$ cat src/rtl/sfp_pkg.sv
// sfp_pkg: shared constants and types for the serial flash front end
package sfp_pkg;

  // ----------------------------------------------------------------
  // operation codes
  // ----------------------------------------------------------------
  localparam logic [7:0] OP_WRITE_STATUS = 8'h01;
  localparam logic [7:0] OP_WRITE_BYTES  = 8'h02;
  localparam logic [7:0] OP_READ_BYTES   = 8'h03;
  localparam logic [7:0] OP_WRITE_OFF    = 8'h04;
  localparam logic [7:0] OP_READ_STATUS  = 8'h05;
  localparam logic [7:0] OP_WRITE_ON     = 8'h06;
  localparam logic [7:0] OP_ERASE_BULK   = 8'hC7;
  localparam logic [7:0] OP_ERASE_DIE    = 8'hC4;
  localparam logic [7:0] OP_ERASE_SECTOR = 8'hD8;

  // ----------------------------------------------------------------
  // status register layout and reset value
  // ----------------------------------------------------------------
  localparam int         ST_BUSY_POS   = 0;
  localparam int         ST_PERMIT_POS = 1;
  localparam int         ST_LEVEL_LSB  = 2;
  localparam int         ST_ORIGIN_POS = 5;
  localparam int         ST_RSVD_LSB   = 6;
  localparam logic [7:0] ST_RESET      = 8'h00;

  // ----------------------------------------------------------------
  // framing and geometry
  // ----------------------------------------------------------------
  localparam int ADDR_BYTES     = 3;
  localparam int SECTOR_LSB     = 16;  // 64 KB sectors
  localparam int SECTOR_BITS_DF = 6;   // 64-sector variant

  // ----------------------------------------------------------------
  // self-timed status write
  // ----------------------------------------------------------------
  localparam int CLK_KHZ       = 50000;
  localparam int WS_TYP_MS     = 10;
  localparam int WS_MAX_MS     = 15;
  localparam int WS_TYP_CYCLES = WS_TYP_MS * CLK_KHZ;

  // status register fields
  typedef struct packed {
    logic [1:0] reserved;
    logic       protect_origin;
    logic [2:0] protect_level;
    logic       write_permit_latch;
    logic       busy_flag;
  } sfp_status_type;

  // command handed to the array engine
  typedef struct packed {
    logic [7:0]  op;
    logic [23:0] addr;
    logic [7:0]  data;
  } sfp_array_cmd_type;

  // frame progress states
  typedef enum logic [2:0] {
    FR_OPCODE,
    FR_ADDR,
    FR_WDATA,
    FR_RDATA,
    FR_TAIL,
    FR_DROP
  } sfp_frame_type;

endpackage

$ cat src/rtl/sfp_protect_decode.sv
// sfp_protect_decode: maps origin and level bits to a sector protect flag
`timescale 1ns/1ps

module sfp_protect_decode #(
  parameter int SECTOR_BITS = sfp_pkg::SECTOR_BITS_DF
) (
  input  wire logic                   protect_origin,
  input  wire logic [2:0]             protect_level,
  input  wire logic [SECTOR_BITS-1:0] sector,
  output logic                        is_protected
);

  // larger parts start at two or more sectors per level step
  localparam int SHIFT = (SECTOR_BITS > 6) ? SECTOR_BITS - 6 : 0;

  // ----------------------------------------------------------------
  // range decode: level n guards 2^(n-1+SHIFT) sectors at the origin
  // ----------------------------------------------------------------
  always_comb begin
    int span;
    int high;
    int lim;
    span = int'(protect_level) - 1 + SHIFT;
    high = 0;
    lim  = 0;
    if (protect_level == 3'd0) begin
      is_protected = 1'b0;
    end else if (span >= SECTOR_BITS) begin
      is_protected = 1'b1;
    end else begin
      high = int'(sector) >> span;
      lim  = (1 << (SECTOR_BITS - span)) - 1;
      if (protect_origin) begin
        is_protected = (high == 0);
      end else begin
        is_protected = (high == lim);
      end
    end
  end

endmodule

$ cat src/rtl/sfp_flash_front.sv
// sfp_flash_front: serial command front end with status and block protection
`timescale 1ns/1ps

module sfp_flash_front #(
  parameter int SECTOR_BITS = sfp_pkg::SECTOR_BITS_DF,
  parameter int WS_CYCLES   = sfp_pkg::WS_TYP_CYCLES
) (
  input  wire logic                       mclk,
  input  wire logic                       reset,
  input  wire logic                       select_low,
  input  wire logic                       link_clock_in,
  input  wire logic                       serial_in_line,
  output logic [3:0]                      data_out,
  output logic [3:0]                      data_oe,
  output sfp_pkg::sfp_array_cmd_type      array_cmd,
  output logic                            array_start,
  input  wire logic                       array_done,
  output logic [23:0]                     array_rd_addr,
  input  wire logic [7:0]                 array_rd_data,
  output logic [7:0]                      status_out
);

  // ----------------------------------------------------------------
  // declarations
  // ----------------------------------------------------------------
  logic                       sel_s1_q, sel_s2_q, sel_s3_q;
  logic                       lck_s1_q, lck_s2_q, lck_s3_q;
  logic                       din_s1_q, din_s2_q;
  logic                       rise, fall, active, frame_end;
  sfp_pkg::sfp_frame_type     frame_q;
  logic [2:0]                 bit_cnt_q;
  logic [1:0]                 addr_cnt_q;
  logic [7:0]                 shift_q;
  logic [7:0]                 shift_d;
  logic [7:0]                 op_q;
  logic [23:0]                addr_q;
  logic [7:0]                 wdata_q;
  logic                       got_data_q;
  logic [7:0]                 tx_q;
  logic [2:0]                 tx_cnt_q;
  logic                       out_bit_q;
  logic                       oe_q;
  sfp_pkg::sfp_status_type    status_q;
  logic [7:0]                 ws_data_q;
  logic [$clog2(WS_CYCLES+1)-1:0] ws_cnt_q;
  logic                       ws_active_q;
  logic                       arr_busy_q;
  logic                       busy;
  logic                       is_protected;
  logic                       clean_end;
  logic                       go_ws, go_wr, go_se, go_be;
  sfp_pkg::sfp_array_cmd_type cmd_q;
  logic                       start_q;
  logic [7:0]                 next_byte;

  // decides whether an opcode touches the array
  function automatic logic is_array_op(input logic [7:0] op);
    is_array_op = (op == sfp_pkg::OP_READ_BYTES) || (op == sfp_pkg::OP_WRITE_BYTES) ||
                  (op == sfp_pkg::OP_ERASE_SECTOR) || (op == sfp_pkg::OP_ERASE_BULK) ||
                  (op == sfp_pkg::OP_ERASE_DIE);
  endfunction

  // ----------------------------------------------------------------
  // pin synchronisers and link edge detection
  // ----------------------------------------------------------------
  always_ff @(posedge mclk) begin
    if (reset) begin
      sel_s1_q <= 1'b1;
      sel_s2_q <= 1'b1;
      sel_s3_q <= 1'b1;
      lck_s1_q <= 1'b0;
      lck_s2_q <= 1'b0;
      lck_s3_q <= 1'b0;
      din_s1_q <= 1'b0;
      din_s2_q <= 1'b0;
    end else begin
      sel_s1_q <= select_low;
      sel_s2_q <= sel_s1_q;
      sel_s3_q <= sel_s2_q;
      lck_s1_q <= link_clock_in;
      lck_s2_q <= lck_s1_q;
      lck_s3_q <= lck_s2_q;
      din_s1_q <= serial_in_line;
      din_s2_q <= din_s1_q;
    end
  end

  // edges only count inside a frame
  assign active    = ~sel_s2_q;
  assign rise      = active & lck_s2_q & ~lck_s3_q;
  assign fall      = active & ~lck_s2_q & lck_s3_q;
  assign frame_end = sel_s2_q & ~sel_s3_q;
  assign shift_d   = {shift_q[6:0], din_s2_q};
  assign busy      = ws_active_q | arr_busy_q;

  // ----------------------------------------------------------------
  // protection decode on the addressed sector
  // ----------------------------------------------------------------
  sfp_protect_decode #(
    .SECTOR_BITS (SECTOR_BITS)
  ) u_decode (
    .protect_origin (status_q.protect_origin),
    .protect_level  (status_q.protect_level),
    .sector         (addr_q[sfp_pkg::SECTOR_LSB +: SECTOR_BITS]),
    .is_protected   (is_protected)
  );

  // ----------------------------------------------------------------
  // incoming frame: opcode, address, data bytes
  // ----------------------------------------------------------------
  always_ff @(posedge mclk) begin
    if (reset || !active) begin
      frame_q    <= sfp_pkg::FR_OPCODE;
      bit_cnt_q  <= 3'd0;
      addr_cnt_q <= 2'd0;
      shift_q    <= 8'h00;
      got_data_q <= 1'b0;
    end else if (rise) begin
      shift_q   <= shift_d;
      bit_cnt_q <= bit_cnt_q + 3'd1;
      if (bit_cnt_q == 3'd7) begin
        case (frame_q)
          sfp_pkg::FR_OPCODE: begin
            if (is_array_op(shift_d) && busy) begin
              frame_q <= sfp_pkg::FR_DROP;
            end else begin
              case (shift_d)
                sfp_pkg::OP_READ_STATUS:  frame_q <= sfp_pkg::FR_RDATA;
                sfp_pkg::OP_WRITE_STATUS: frame_q <= sfp_pkg::FR_WDATA;
                sfp_pkg::OP_READ_BYTES,
                sfp_pkg::OP_WRITE_BYTES,
                sfp_pkg::OP_ERASE_SECTOR: frame_q <= sfp_pkg::FR_ADDR;
                sfp_pkg::OP_WRITE_ON,
                sfp_pkg::OP_WRITE_OFF,
                sfp_pkg::OP_ERASE_BULK,
                sfp_pkg::OP_ERASE_DIE:    frame_q <= sfp_pkg::FR_TAIL;
                default:                  frame_q <= sfp_pkg::FR_DROP;
              endcase
            end
          end
          sfp_pkg::FR_ADDR: begin
            addr_cnt_q <= addr_cnt_q + 2'd1;
            if (addr_cnt_q == 2'(sfp_pkg::ADDR_BYTES - 1)) begin
              if (op_q == sfp_pkg::OP_READ_BYTES) begin
                frame_q <= sfp_pkg::FR_RDATA;
              end else if (op_q == sfp_pkg::OP_WRITE_BYTES) begin
                frame_q <= sfp_pkg::FR_WDATA;
              end else begin
                frame_q <= sfp_pkg::FR_TAIL;
              end
            end
          end
          sfp_pkg::FR_WDATA: got_data_q <= 1'b1;
          default:           frame_q <= frame_q;
        endcase
      end
    end
  end

  // opcode, address and data capture
  always_ff @(posedge mclk) begin
    if (reset) begin
      op_q    <= 8'h00;
      addr_q  <= 24'h00_0000;
      wdata_q <= 8'h00;
    end else if (rise && bit_cnt_q == 3'd7) begin
      if (frame_q == sfp_pkg::FR_OPCODE) begin
        op_q <= shift_d;
      end
      if (frame_q == sfp_pkg::FR_ADDR) begin
        addr_q <= {addr_q[15:0], shift_d};
      end
      if (frame_q == sfp_pkg::FR_WDATA) begin
        wdata_q <= shift_d;
      end
    end else if (fall && frame_q == sfp_pkg::FR_RDATA && tx_cnt_q == 3'd0 &&
                 op_q == sfp_pkg::OP_READ_BYTES) begin
      addr_q <= addr_q + 24'h00_0001;                  // sequential read
    end
  end

  // ----------------------------------------------------------------
  // outgoing data: status or array bytes, shifted on falling edges
  // ----------------------------------------------------------------
  assign next_byte = (op_q == sfp_pkg::OP_READ_STATUS) ? status_q : array_rd_data;

  always_ff @(posedge mclk) begin
    if (reset || !active) begin
      tx_q      <= 8'h00;
      tx_cnt_q  <= 3'd0;
      out_bit_q <= 1'b0;
      oe_q      <= 1'b0;
    end else if (fall && frame_q == sfp_pkg::FR_RDATA) begin
      oe_q     <= 1'b1;
      tx_cnt_q <= tx_cnt_q + 3'd1;
      if (tx_cnt_q == 3'd0) begin
        out_bit_q <= next_byte[7];
        tx_q      <= {next_byte[6:0], 1'b0};
      end else begin
        out_bit_q <= tx_q[7];
        tx_q      <= {tx_q[6:0], 1'b0};
      end
    end
  end

  // single-line reads use lane 1 of the group
  assign data_out      = {2'b00, out_bit_q, 1'b0};
  assign data_oe       = {2'b00, oe_q, 1'b0};
  assign array_rd_addr = addr_q;

  // ----------------------------------------------------------------
  // end-of-frame checks
  // ----------------------------------------------------------------
  assign clean_end = frame_end && bit_cnt_q == 3'd0;
  assign go_ws = clean_end && op_q == sfp_pkg::OP_WRITE_STATUS && got_data_q &&
                 status_q.write_permit_latch && !busy;
  assign go_wr = clean_end && op_q == sfp_pkg::OP_WRITE_BYTES && got_data_q &&
                 status_q.write_permit_latch && !busy && !is_protected;
  assign go_se = clean_end && op_q == sfp_pkg::OP_ERASE_SECTOR &&
                 frame_q == sfp_pkg::FR_TAIL &&
                 status_q.write_permit_latch && !busy && !is_protected;
  assign go_be = clean_end && (op_q == sfp_pkg::OP_ERASE_BULK || op_q == sfp_pkg::OP_ERASE_DIE) &&
                 frame_q == sfp_pkg::FR_TAIL && status_q.write_permit_latch && !busy &&
                 status_q.protect_level == 3'd0;

  // ----------------------------------------------------------------
  // array command hand-off and busy tracking
  // ----------------------------------------------------------------
  always_ff @(posedge mclk) begin
    if (reset) begin
      cmd_q   <= '0;
      start_q <= 1'b0;
    end else begin
      start_q <= go_wr | go_se | go_be;
      if (go_wr | go_se | go_be) begin
        cmd_q <= '{op: op_q, addr: addr_q, data: wdata_q};
      end
    end
  end

  assign array_cmd   = cmd_q;
  assign array_start = start_q;

  // set wins over the done pulse
  always_ff @(posedge mclk) begin
    if (reset) begin
      arr_busy_q <= 1'b0;
    end else if (go_wr | go_se | go_be) begin
      arr_busy_q <= 1'b1;
    end else if (array_done) begin
      arr_busy_q <= 1'b0;
    end
  end

  // ----------------------------------------------------------------
  // self-timed status write
  // ----------------------------------------------------------------
  always_ff @(posedge mclk) begin
    if (reset) begin
      ws_active_q <= 1'b0;
      ws_cnt_q    <= '0;
      ws_data_q   <= sfp_pkg::ST_RESET;
    end else if (go_ws) begin
      ws_active_q <= 1'b1;
      ws_cnt_q    <= ($clog2(WS_CYCLES+1))'(WS_CYCLES - 1);
      ws_data_q   <= wdata_q;
    end else if (ws_active_q) begin
      if (ws_cnt_q == '0) begin
        ws_active_q <= 1'b0;
      end else begin
        ws_cnt_q <= ws_cnt_q - 1'b1;
      end
    end
  end

  // ----------------------------------------------------------------
  // status register
  // ----------------------------------------------------------------
  always_ff @(posedge mclk) begin
    if (reset) begin
      status_q <= sfp_pkg::ST_RESET;
    end else begin
      status_q.busy_flag <= busy;
      if (ws_active_q && ws_cnt_q == '0) begin
        // only bits 7..2 take the written data
        status_q.reserved       <= ws_data_q[sfp_pkg::ST_RSVD_LSB +: 2];
        status_q.protect_origin <= ws_data_q[sfp_pkg::ST_ORIGIN_POS];
        status_q.protect_level  <= ws_data_q[sfp_pkg::ST_LEVEL_LSB +: 3];
      end
      if (clean_end && frame_q == sfp_pkg::FR_TAIL && !busy) begin
        if (op_q == sfp_pkg::OP_WRITE_ON) begin
          status_q.write_permit_latch <= 1'b1;
        end else if (op_q == sfp_pkg::OP_WRITE_OFF) begin
          status_q.write_permit_latch <= 1'b0;
        end
      end
    end
  end

  assign status_out = status_q;

endmodule

$ cat config.mk
export PLATFORM = sky130hd
export DESIGN_NAME = sfp_flash_front
export DESIGN_NICKNAME = d
export VERILOG_FILES = /design/src/rtl/sfp_pkg.sv /design/src/rtl/sfp_protect_decode.sv /design/src/rtl/sfp_flash_front.sv
export SDC_FILE = /design/constraint.sdc
export NUM_CORES = 1
export LEC_CHECK = 0
export BUFFER_PORTS_ARGS = -buffer_cell sky130_fd_sc_hd__buf_2
export CAP_MARGIN = 40
export CORE_MARGIN = 4
export CORE_UTILIZATION = 40
export CTS_BUF_LIST = sky130_fd_sc_hd__clkbuf_8
export DETAILED_ROUTE_END_ITERATION = 10
export PLACE_DENSITY = 0.64
export SLEW_MARGIN = 0
export SYNTH_ARGS = -nofsm -noshare
export SYNTH_HDL_FRONTEND = slang
export SYNTH_SLANG_ARGS = --single-unit
$ cat constraint.sdc
create_clock -name mclk -period 4.58 [get_ports mclk]
set_input_delay 0.229 -clock mclk [delete_from_list [all_inputs] [get_ports mclk]]
set_output_delay 0.229 -clock mclk [all_outputs]
set_load 0.05 [all_outputs]
; ---- Word-level counts from Yosys, hierarchy flattened
; Cells that the tools add are included.
[word_totals]
out_inout_bits = 81
reg_bits = 155
word_cells = 170
input_bits = 14
[classes]
n_lt_le_gt_ge = 1
bitwise = 13
shift = 2
n_reduce_logical = 59
n_mux = 25
eq_ne = 28
add_sub_neg = 8
[op_table]
columns = cell, n
row1 = 24-bit two-way mux, 3
row2 = 19-bit two-way mux, 3
row3 = "8-bit by 3-bit equality test with 1-bit output, second input constant", 6
row4 = "8-bit equality test, second input constant", 6
row5 = 32-bit equality test, 1
row6 = "8-bit by 2-bit equality test with 1-bit output, second input constant", 4
row7 = "32-bit by 4-bit greater-or-equal comparator with 1-bit output, second input constant", 1
row8 = 32-bit logical NOT, 1
row9 = "1-bit by 32-bit << shifter with 32-bit output, first input constant", 1
row10 = 6-bit by 32-bit right shift with 32-bit output, 1
row11 = "32-bit by 2-bit subtractor with 32-bit output, second input constant", 1
row12 = "4-bit by 32-bit subtractor with 32-bit output, first input constant", 1
row13 = 1-bit logical AND, 28
row14 = "24-bit by 1-bit adder with 24-bit output, second input constant", 1
row15 = 19-bit logical NOT, 1
row16 = "19-bit by 1-bit subtractor with 19-bit output, second input constant", 1
row17 = "8-bit by 1-bit equality test with 1-bit output, second input constant", 2
row18 = 8-bit two-way mux, 2
row19 = 3-bit logical NOT, 4
row20 = 3-bit two-way mux, 4
row21 = 3-bit case mux with 4 select lines, 1
row22 = 2-bit AND reduction, 6
row23 = 1-bit two-way mux, 11
row24 = 2-bit nonzero test, 5
row25 = 20 further kinds, 41

; ---- Longest topological paths before layout
; Gate-level depths: netlist of the first run.
[logic_depth]
ltp_word = 13
depth_mapped = 20
depth_no_buf = 16

; ---- Cells and area by module
; A second synthesis of the first run with hierarchy kept.
[unflattened]
cells_unflattened = 937
area_unflattened_um2 = 7758.7
[modules_own_cells]
columns = mod, seq_area_each_um2, area_each_um2, cells_each, instances
row1 = sfp_flash_front, 3042.9, 7046.8, 834, 1
row2 = sfp_protect_decode, 0.0, 711.9, 103, 1

; ---- Worst setup path after synthesis of the first run
; OpenSTA, ideal clock, no wires.
[synth_timing]
path_kind = register -> register
from = reg status_out[2] (netlist name)
to = reg cmd_q (netlist bit array_cmd[30])
n_path_buf = 5
stages_incl_launch_ff = 20
period_less_slack_ps = 4166
setup_ps = 120
arrival_time_ps = 4046
path_slack_ps = 414
required_time_ps = 4460
path_cell_list = dfxtp_1 -> buf_2 -> buf_2 -> inv_2 -> ha_1 -> buf_2 -> inv_1 -> o21ai_0 -> ha_1 -> and3_1 -> nand2_1 -> ha_1 -> nor3b_1 -> mux2i_1 -> a311o_1 -> a21oi_1 -> a31oi_1 -> buf_6 -> buf_6 -> mux2i_1
[synth_via]
elab_chain_cells = 12
elab_cells_between_ends = 18
classes_between = add/sub: 3 / order compare: 1 / eq/ne: 1 / shift: 2 / mux: 3 / bitwise: 2 / reduce/logical: 6
[synth_rtl]
columns = item, line_no
row1 = 3-bit by 1-bit subtractor with 4-bit output, sfp_protect_decode.sv:23  ; span = int'(protect_level) - 1 + SHIFT;
row2 = 4-bit by 32-bit subtractor with 32-bit output, sfp_protect_decode.sv:32  ; lim = (1 << (SECTOR_BITS - span)) - 1;
row3 = 1-bit by 32-bit << shifter with 32-bit output, sfp_protect_decode.sv:32
row4 = 32-bit by 2-bit subtractor with 32-bit output, sfp_protect_decode.sv:32
row5 = 32-bit equality test, sfp_protect_decode.sv:36  ; is_protected = (high == lim);
row6 = 1-bit two-way mux, sfp_protect_decode.sv:33  ; if (protect_origin) begin
row7 = 1-bit two-way mux, sfp_protect_decode.sv:28  ; end else if (span >= SECTOR_BITS) begin
row8 = 1-bit two-way mux, sfp_protect_decode.sv:26  ; if (protect_level == 3'd0) begin
row9 = 1-bit logical NOT, "sfp_flash_front.sv:218, sfp_flash_front.sv:221"
row10 = "1-bit logical AND, on equally long branches", "sfp_flash_front.sv:218, sfp_flash_front.sv:221"
row11 = 1-bit bitwise OR, sfp_flash_front.sv:235  ; if (go_wr | go_se | go_be) begin
row12 = 1-bit bitwise OR (*), sfp_flash_front.sv:235
row13 = "end signal, assigned", sfp_flash_front.sv:236  ; cmd_q <= '{op: op_q, addr: addr_q, data: wdata_q};
row14 = "end, declared", sfp_flash_front.sv:52  ; sfp_pkg::sfp_array_cmd_type cmd_q;
; Mark *: on every way between the ends. The rest lies on a longest branch, timed or not.
; A chain may end at the register's enable or synchronous reset.

; ---- Final worst setup path of the first run
[layout_timing]
from = reg status_out[3] (netlist name)
to = reg cmd_q (netlist bit array_cmd[34])
[layout_via]
elab_chain_cells = 12
elab_cells_between_ends = 18
classes_between = add/sub: 3 / order compare: 1 / eq/ne: 1 / shift: 2 / mux: 3 / bitwise: 2 / reduce/logical: 6
[layout_rtl]
columns = item, line_no
row1 = 3-bit by 1-bit subtractor with 4-bit output, sfp_protect_decode.sv:23
row2 = 4-bit by 32-bit subtractor with 32-bit output, sfp_protect_decode.sv:32
row3 = 1-bit by 32-bit << shifter with 32-bit output, sfp_protect_decode.sv:32
row4 = 32-bit by 2-bit subtractor with 32-bit output, sfp_protect_decode.sv:32
row5 = 32-bit equality test, sfp_protect_decode.sv:36
row6 = 1-bit two-way mux, sfp_protect_decode.sv:33
row7 = 1-bit two-way mux, sfp_protect_decode.sv:28
row8 = 1-bit two-way mux, sfp_protect_decode.sv:26
row9 = 1-bit logical NOT, "sfp_flash_front.sv:218, sfp_flash_front.sv:221"
row10 = "1-bit logical AND, on equally long branches", "sfp_flash_front.sv:218, sfp_flash_front.sv:221"
row11 = 1-bit bitwise OR, sfp_flash_front.sv:235
row12 = 1-bit bitwise OR (*), sfp_flash_front.sv:235
; Marks and branches as above.

==> impl_metrics.tcl, run 1 <==
set metrics [dict create \
    status "completed" \
    synthMuxAreaShare_pct 11.6 \
    async_reset_ff_share_pct 0 \
    gp_congestion 0.941 \
    path_depth 15 \
    synthTopCellsByCount "dfxtp_1, nand2_1, nor2_1" \
    synth_most_common_cell "dfxtp_1" \
    holdWs_ps 59.5 \
    port_buffers 88 \
    ys_types 70 \
    start_util_pct 41.1 \
    worstSetupPathType "flop to flop" \
    r2r_cells 15 \
    drt_first_pass_iters 5 \
    finClkSkew_ps 18.6 \
    synth_fa_ha_area_share_pct 2.57 \
    met2_usage_pct 28.5 \
    synthSimpleGateAreaFrac_pct 24.0 \
    final_max_slew_viol_count 0 \
    period_minus_slack_ps 3930 \
    cts.reportedPaths.clkPinSlew_ps 80 \
    worstSkewPairLatency_ps 470 \
    critPathLaunchType "flop" \
    instances_no_fill 1275 \
    met3_usage_pct 3.86 \
    grt_use_total_pct 18.5 \
    fin_tns_setup_ps 0 \
    grt_max_degree 48 \
    yosys_register_bits 152 \
    syn-cell-area_um2 7790 \
    synth_top_family_by_area "simple AND/OR/NAND/NOR gates" \
    post-place-cells 1240 \
    detail-route-antenna-nets 0 \
    worstPathMaxFanout 39 \
    grt_pass1_vias 6257 \
    max_stage_delay_ps 390 \
    min_path_type "input pin to flop" \
    cp_cell_sequence "buf_4 > or3_1 > o21ai_0 > ha_1 > and3_1 > nand2_1 > ha_1 > nand4bb_1 > a2111oi_0 > o21a_1 > a211oi_1 > a211oi_1 > a31oi_4 > buf_4 > o211a_1" \
    nets 1032 \
    die_x_um 148 \
    synth-compound-area-share_pct 13.7 \
    worstSetupEndpointType "flop" \
    drc 0 \
    cts_sinks 152 \
    cap_viol_max_count 0 \
    cts_tree "built" \
    drt_iter0_drc 464 \
    synth-xor-area-share_pct 3.71 \
    critPathLaunch "status_out[3]" \
    cp_top_family "compound AO/OA/AOI/OAI gates" \
    use_met1_pct 25.6 \
    vias_per_cell 5.39 \
    antenna_found_initial 0 \
    finalSetupViolations 0 \
    chipHeight_um 148 \
    ir_drop_v 0.000196 \
    crit_slowest_cell "or3_1" \
    avgSynthCellArea_um2 8.25 \
    fillers 1886 \
    top_level_ports 95 \
    arrival_ps 4300 \
    synth_ff_type "dfxtp_1" \
    fp.dieArea_um2 21800 \
    post-route-period-util_pct 85.9 \
    wl_per_cell_um 15.8 \
    tightest_slew_ps 896 \
    ys_warn_count 0 \
    r2r_start "status_out[3]" \
    grt_pass1_wl_um 33000 \
    cts_buffers 17 \
    crit_buf_inv 2 \
    rsz0062_at_grt "false" \
    rows 50 \
    relSlewSlack_pct 38.7 \
    fmax_ghz 0.254 \
    core_area_um2 19000 \
    multi_input_area_um2 4360 \
    hold_violations 0 \
    synth_top_cell_by_area "dfxtp_1" \
    powerDensity_nw_per_um2 268 \
    diodes 0 \
    totalWireLength_um 20100 \
    min-delay-start "array_done" \
    critPathRequiredTime_ps 4950 \
    cts_buffer_depth 2 \
    ctsResizeCount 0 \
    drive_gt1_share_pct 14.8 \
    yosys.area.top_type_share_pct 39.0 \
    vias 6877 \
    synth_area_leaders "dfxtp_1, mux2i_1, nand2_1" \
    top_usage_layer "met2" \
    ys_seq_area_share_pct 39.0 \
    hold_path_depth 3 \
    synthCells 945 \
    cts_max_level 4 \
    gr-total-overflow 0 \
    regArea_um2 3040 \
    syn2layout_area_growth_pct 12.5 \
    place_hpwl_um 13900 \
    root_buffer "clkbuf_8" \
    p_leak_uw 0.00339 \
    synth_edf_count 0 \
]
==> sequential cells by signal, summed over array words and instances, names as in the netlist, 2 cells and up <==
name,cells
array_cmd,40
tx_q,7
op_q,8
status_out,8
tx_cnt_q,3
shift_q,7
wdata_q,8
ws_cnt_q,19
frame_q,3
array_rd_addr,24
ws_data_q,6
bit_cnt_q,3
addr_cnt_q,2
==> routing by layer <==
| layer | vias up | share of wire (%) |
|---|---|---|
| met5 | - | 0 |
| met3 | 31 | 6.2 |
| li1 | 3396 | - |
| met2 | 230 | 45 |
| met1 | 3220 | 47 |
| met4 | 0 | 2.0 |
==> cell type report <==
| type | count | share of cell area, % |
|---|---|---|
| inverter | 21 | 0.899 |
| tap | 260 | 3.71 |
| multi-input combinational | 704 | 49.8 |
| clock inverter | 15 | 1.57 |
| clock buffer | 17 | 2.67 |
| sequential | 152 | 34.7 |
| timing repair buffer | 106 | 6.65 |
==> tightest hold or removal path: cells and delay by family <==
family / cells / cell delay, ps
AO/OA/AOI/OAI: 1 / 60
buffers and inverters: 1 / 100
AND/OR/NAND/NOR: 1 / 100
==> placed cells by master (no fill, tap or decap), types with 4 or more instances in the layout <==
cell	n
dfxtp_1	152
nand2_1	138
nor2_1	115
mux2i_1	88
buf_2	88
a21oi_1	61
o21ai_0	27
inv_1	20
nand3_1	18
xnor2_1	17
nor3_1	17
clkbuf_8	17
xor2_1	16
ha_1	16
a211oi_1	15
buf_4	15
nand4_1	14
and3_1	14
nor2b_1	13
nand2b_1	9
and2_1	9
a221oi_1	8
nor3b_1	7
o211ai_1	7
conb_1	6
nor4_1	5
o21ai_1	5
clkinv_2	5
inv_2	4
or3_1	4
or4_1	4
nor4_2	4
or2_1	4
o221a_2	4
a2111oi_0	4
==> metrics by stage <==
step	instance area [um^2]	utilization, %	total power (uW)	setup slack, ps
final	8770	46.2	2350	648
after global routing	8770	46.2	2450	391
after CTS	8770	46.2	2380	589
after detailed placement	8360	44.1	1410	604
after global placement	8360	44.1	1410	748
after floorplan	7810	-	1400	414
==> where the power goes <==
part | switching (uW) | internal, uW
Sequential | 2.26 | 1320
Combinational | 43.1 | 12.4
Clock | 497 | 474
Total | 542 | 1810
==> worst paths after layout <==
kind                         to  slack, ps
hold reg to reg        sel_s2_q        410
setup reg to reg  array_cmd[34]        650
setup / recovery  array_cmd[34]        650
hold / removal       arr_busy_q         60
==> repair_timing <==
action                                  CTS  global route
buffers inserted                          0             0
endpoints found under the hold margin     3             0
endpoints found under the setup margin    0             0
hold buffers                              3             0
==> cells by family (layout without fill, tap and decap cells) <==
group | after synthesis | in the layout
AND/OR/NAND/NOR | 393 | 393
AO/OA/AOI/OAI | 166 | 166
flip-flops | 152 | 152
buffers and inverters | 94 | 159
multiplexers | 90 | 90
XOR/XNOR | 33 | 33
adder cells (fa/ha/maj) | 16 | 16
other | 1 | 6
No activity file was read; power rests on OpenSTA's default activity.
==> inputs of run 2 (changes only) <==
--- a/config.mk
+++ b/config.mk
@@ -7,7 +7,7 @@
 export LEC_CHECK = 0
 export BUFFER_PORTS_ARGS = -buffer_cell sky130_fd_sc_hd__buf_2
 export CAP_MARGIN = 40
-export CORE_MARGIN = 4
+export CORE_MARGIN = 8
 export CORE_UTILIZATION = 40
 export CTS_BUF_LIST = sky130_fd_sc_hd__clkbuf_8
 export DETAILED_ROUTE_END_ITERATION = 10
==> run 2 against run 1 <==
Compared with the run above:
- wire length rose by 2.0%
- critical endpoint is now array_cmd[30]
- sequential share of layout area is 0.22 points lower
- critical path type unchanged
- largest cell class unchanged
- sequential power about the same
- non-clock buffer count rose by 1
- cell area rose by 0.64%
- die area grew 11%
- clock-buffer cell count up 3
- final cell count up 0.47%
==> impl_metrics.tcl, run 2 (synthesis gave the netlist of run 1 again) <==
set metrics [dict create \
    cap_viol_max_count 0 \
    start_util_pct 40.4 \
    cts_tree "built" \
    regArea_um2 3040 \
    cp_cell_sequence "buf_4 > or3_1 > ha_1 > and3_1 > nand2_1 > ha_1 > nand4bb_1 > a2111oi_0 > o21a_1 > a211oi_1 > a211oi_1 > a31oi_4 > buf_12 > mux2i_1" \
    core_area_um2 19300 \
    finClkSkew_ps 18.6 \
    root_buffer "clkbuf_8" \
    wl_per_cell_um 16.0 \
    largest_reg_flops 40 \
    drt_first_pass_iters 5 \
    final_cell_mix "dfxtp_1, nand2_1, nor2_1" \
    worstSkewPairLatency_ps 460 \
    grt_pass1_wl_um 33300 \
    grt_use_total_pct 16.9 \
    rsz0062_at_grt "false" \
    fp.dieArea_um2 24200 \
    drt_iter0_drc 493 \
    r2r_cells 14 \
    r2r_start "status_out[2]" \
    arrival_ps 4500 \
    cts_max_level 4 \
    post-place-cells 1246 \
    port_buffers 88 \
    top_usage_layer "met2" \
    grt_max_degree 72 \
    die_x_um 156 \
    relSlewSlack_pct 40.8 \
    ctsResizeCount 0 \
    cts_sinks 152 \
    detail-route-antenna-nets 0 \
    use_met1_pct 22.8 \
    vias_per_cell 5.33 \
    fin_tns_setup_ps 0 \
    post-route-period-util_pct 89.8 \
    critPathLaunchType "flop" \
    diodes 0 \
    fillers 1934 \
    ir_drop_v 0.000174 \
    post-place-ws_ps 543 \
    p_total_uw 2420 \
    place_hpwl_um 14200 \
    holdPathEnd "din_s1_q" \
    worstSetupPathType "flop to flop" \
    tightest_slew_ps 885 \
    reg2reg_slack_ps 470 \
    chipHeight_um 156 \
    met2_usage_pct 26.6 \
    cts_buffers 17 \
    finalSetupViolations 0 \
    syn2layout_area_growth_pct 13.2 \
    powerDensity_nw_per_um2 274 \
    drc 0 \
    min-delay-start "reset" \
    met3_usage_pct 3.46 \
    crit_slowest_cell "a31oi_4" \
    multi_input_area_um2 4360 \
    final_max_slew_viol_count 0 \
    cp_top_family "compound AO/OA/AOI/OAI gates" \
    top_level_ports 95 \
    worstSetupEndpointType "flop" \
    crit_buf_inv 2 \
    max_stage_delay_ps 620 \
    gp_congestion 0.886 \
    hold_path_depth 2 \
    totalWireLength_um 20500 \
    min_path_type "input pin to flop" \
    rr_endpoint "array_cmd[30]" \
    p_leak_uw 0.00341 \
    cts.reportedPaths.clkPinSlew_ps 80 \
    drive_gt1_share_pct 14.9 \
    cts_buffer_depth 2 \
    hold_violations 0 \
    setup_ws_ps 465 \
    post_cts_buffers 0 \
    antenna_found_initial 0 \
    fmax_ghz 0.243 \
    instances_no_fill 1281 \
    worstPathMaxFanout 27 \
    critPathRequiredTime_ps 4970 \
    nets 1033 \
    holdWs_ps 30.5 \
    status "completed" \
    layout_commonest_cell "dfxtp_1" \
    period_minus_slack_ps 4110 \
    rows 51 \
    vias 6828 \
    grt_pass1_vias 6286 \
    gr-total-overflow 0 \
]
==> run 2: layout make-up <==
class | count | area share, %
tap | 265 | 3.76
clock buffer | 20 | 3.12
timing repair buffer | 107 | 6.84
inverter | 21 | 0.893
sequential | 152 | 34.5
multi-input combinational | 704 | 49.5
clock inverter | 12 | 1.43
==> run 2: worst max-delay path by stage <==
stage,from,to,depth (start not counted)
final,status_out[2],array_cmd[30],14
after global routing,status_out[2],array_cmd[26],17
after CTS,status_out[2],array_cmd[29],14
after detailed placement,status_out[2],array_cmd[31],14
after global placement,status_out[2],array_cmd[22],14
after floorplan,status_out[2],array_cmd[30],19
==> run 2: stage by stage <==
stage               utilization [%]  cell area [um^2]
finish                         45.8              8820
global route                   45.8              8820
floorplan                         -              7810
CTS                            45.8              8820
global placement               43.5              8390
detailed placement             43.5              8390
==> run 2: power by group <==
part	internal (uW)	switching (uW)	leakage, uW	total, uW
registers	1320	2.37	0.00123	1330
clock network	526	512	0.000210	1040
logic	12.4	42.6	0.00197	55.1
total	1860	557	0.00341	2420
==> run 2: layer usage <==
metal  vias up  part of all wire, %
met5         -                    0
met4         0                  1.5
met3        28                  4.6
met2       160                   45
met1      3235                   49
li1       3405                    -
==> run 2: worst reg2reg max path, cell delays in order, from the launching register on <==
cell	delay, ps
dfxtp_1	330
buf_4	200
or3_1	440
ha_1	450
and3_1	280
nand2_1	80
ha_1	290
nand4bb_1	130
a2111oi_0	60
o21a_1	130
a211oi_1	350
a211oi_1	140
a31oi_4	620
buf_12	310
mux2i_1	230
==> run 2: what timing repair did <==
action	CTS	global route
endpoints found under the setup margin	0	0
endpoints found under the hold margin	3	0
hold buffers	3	0
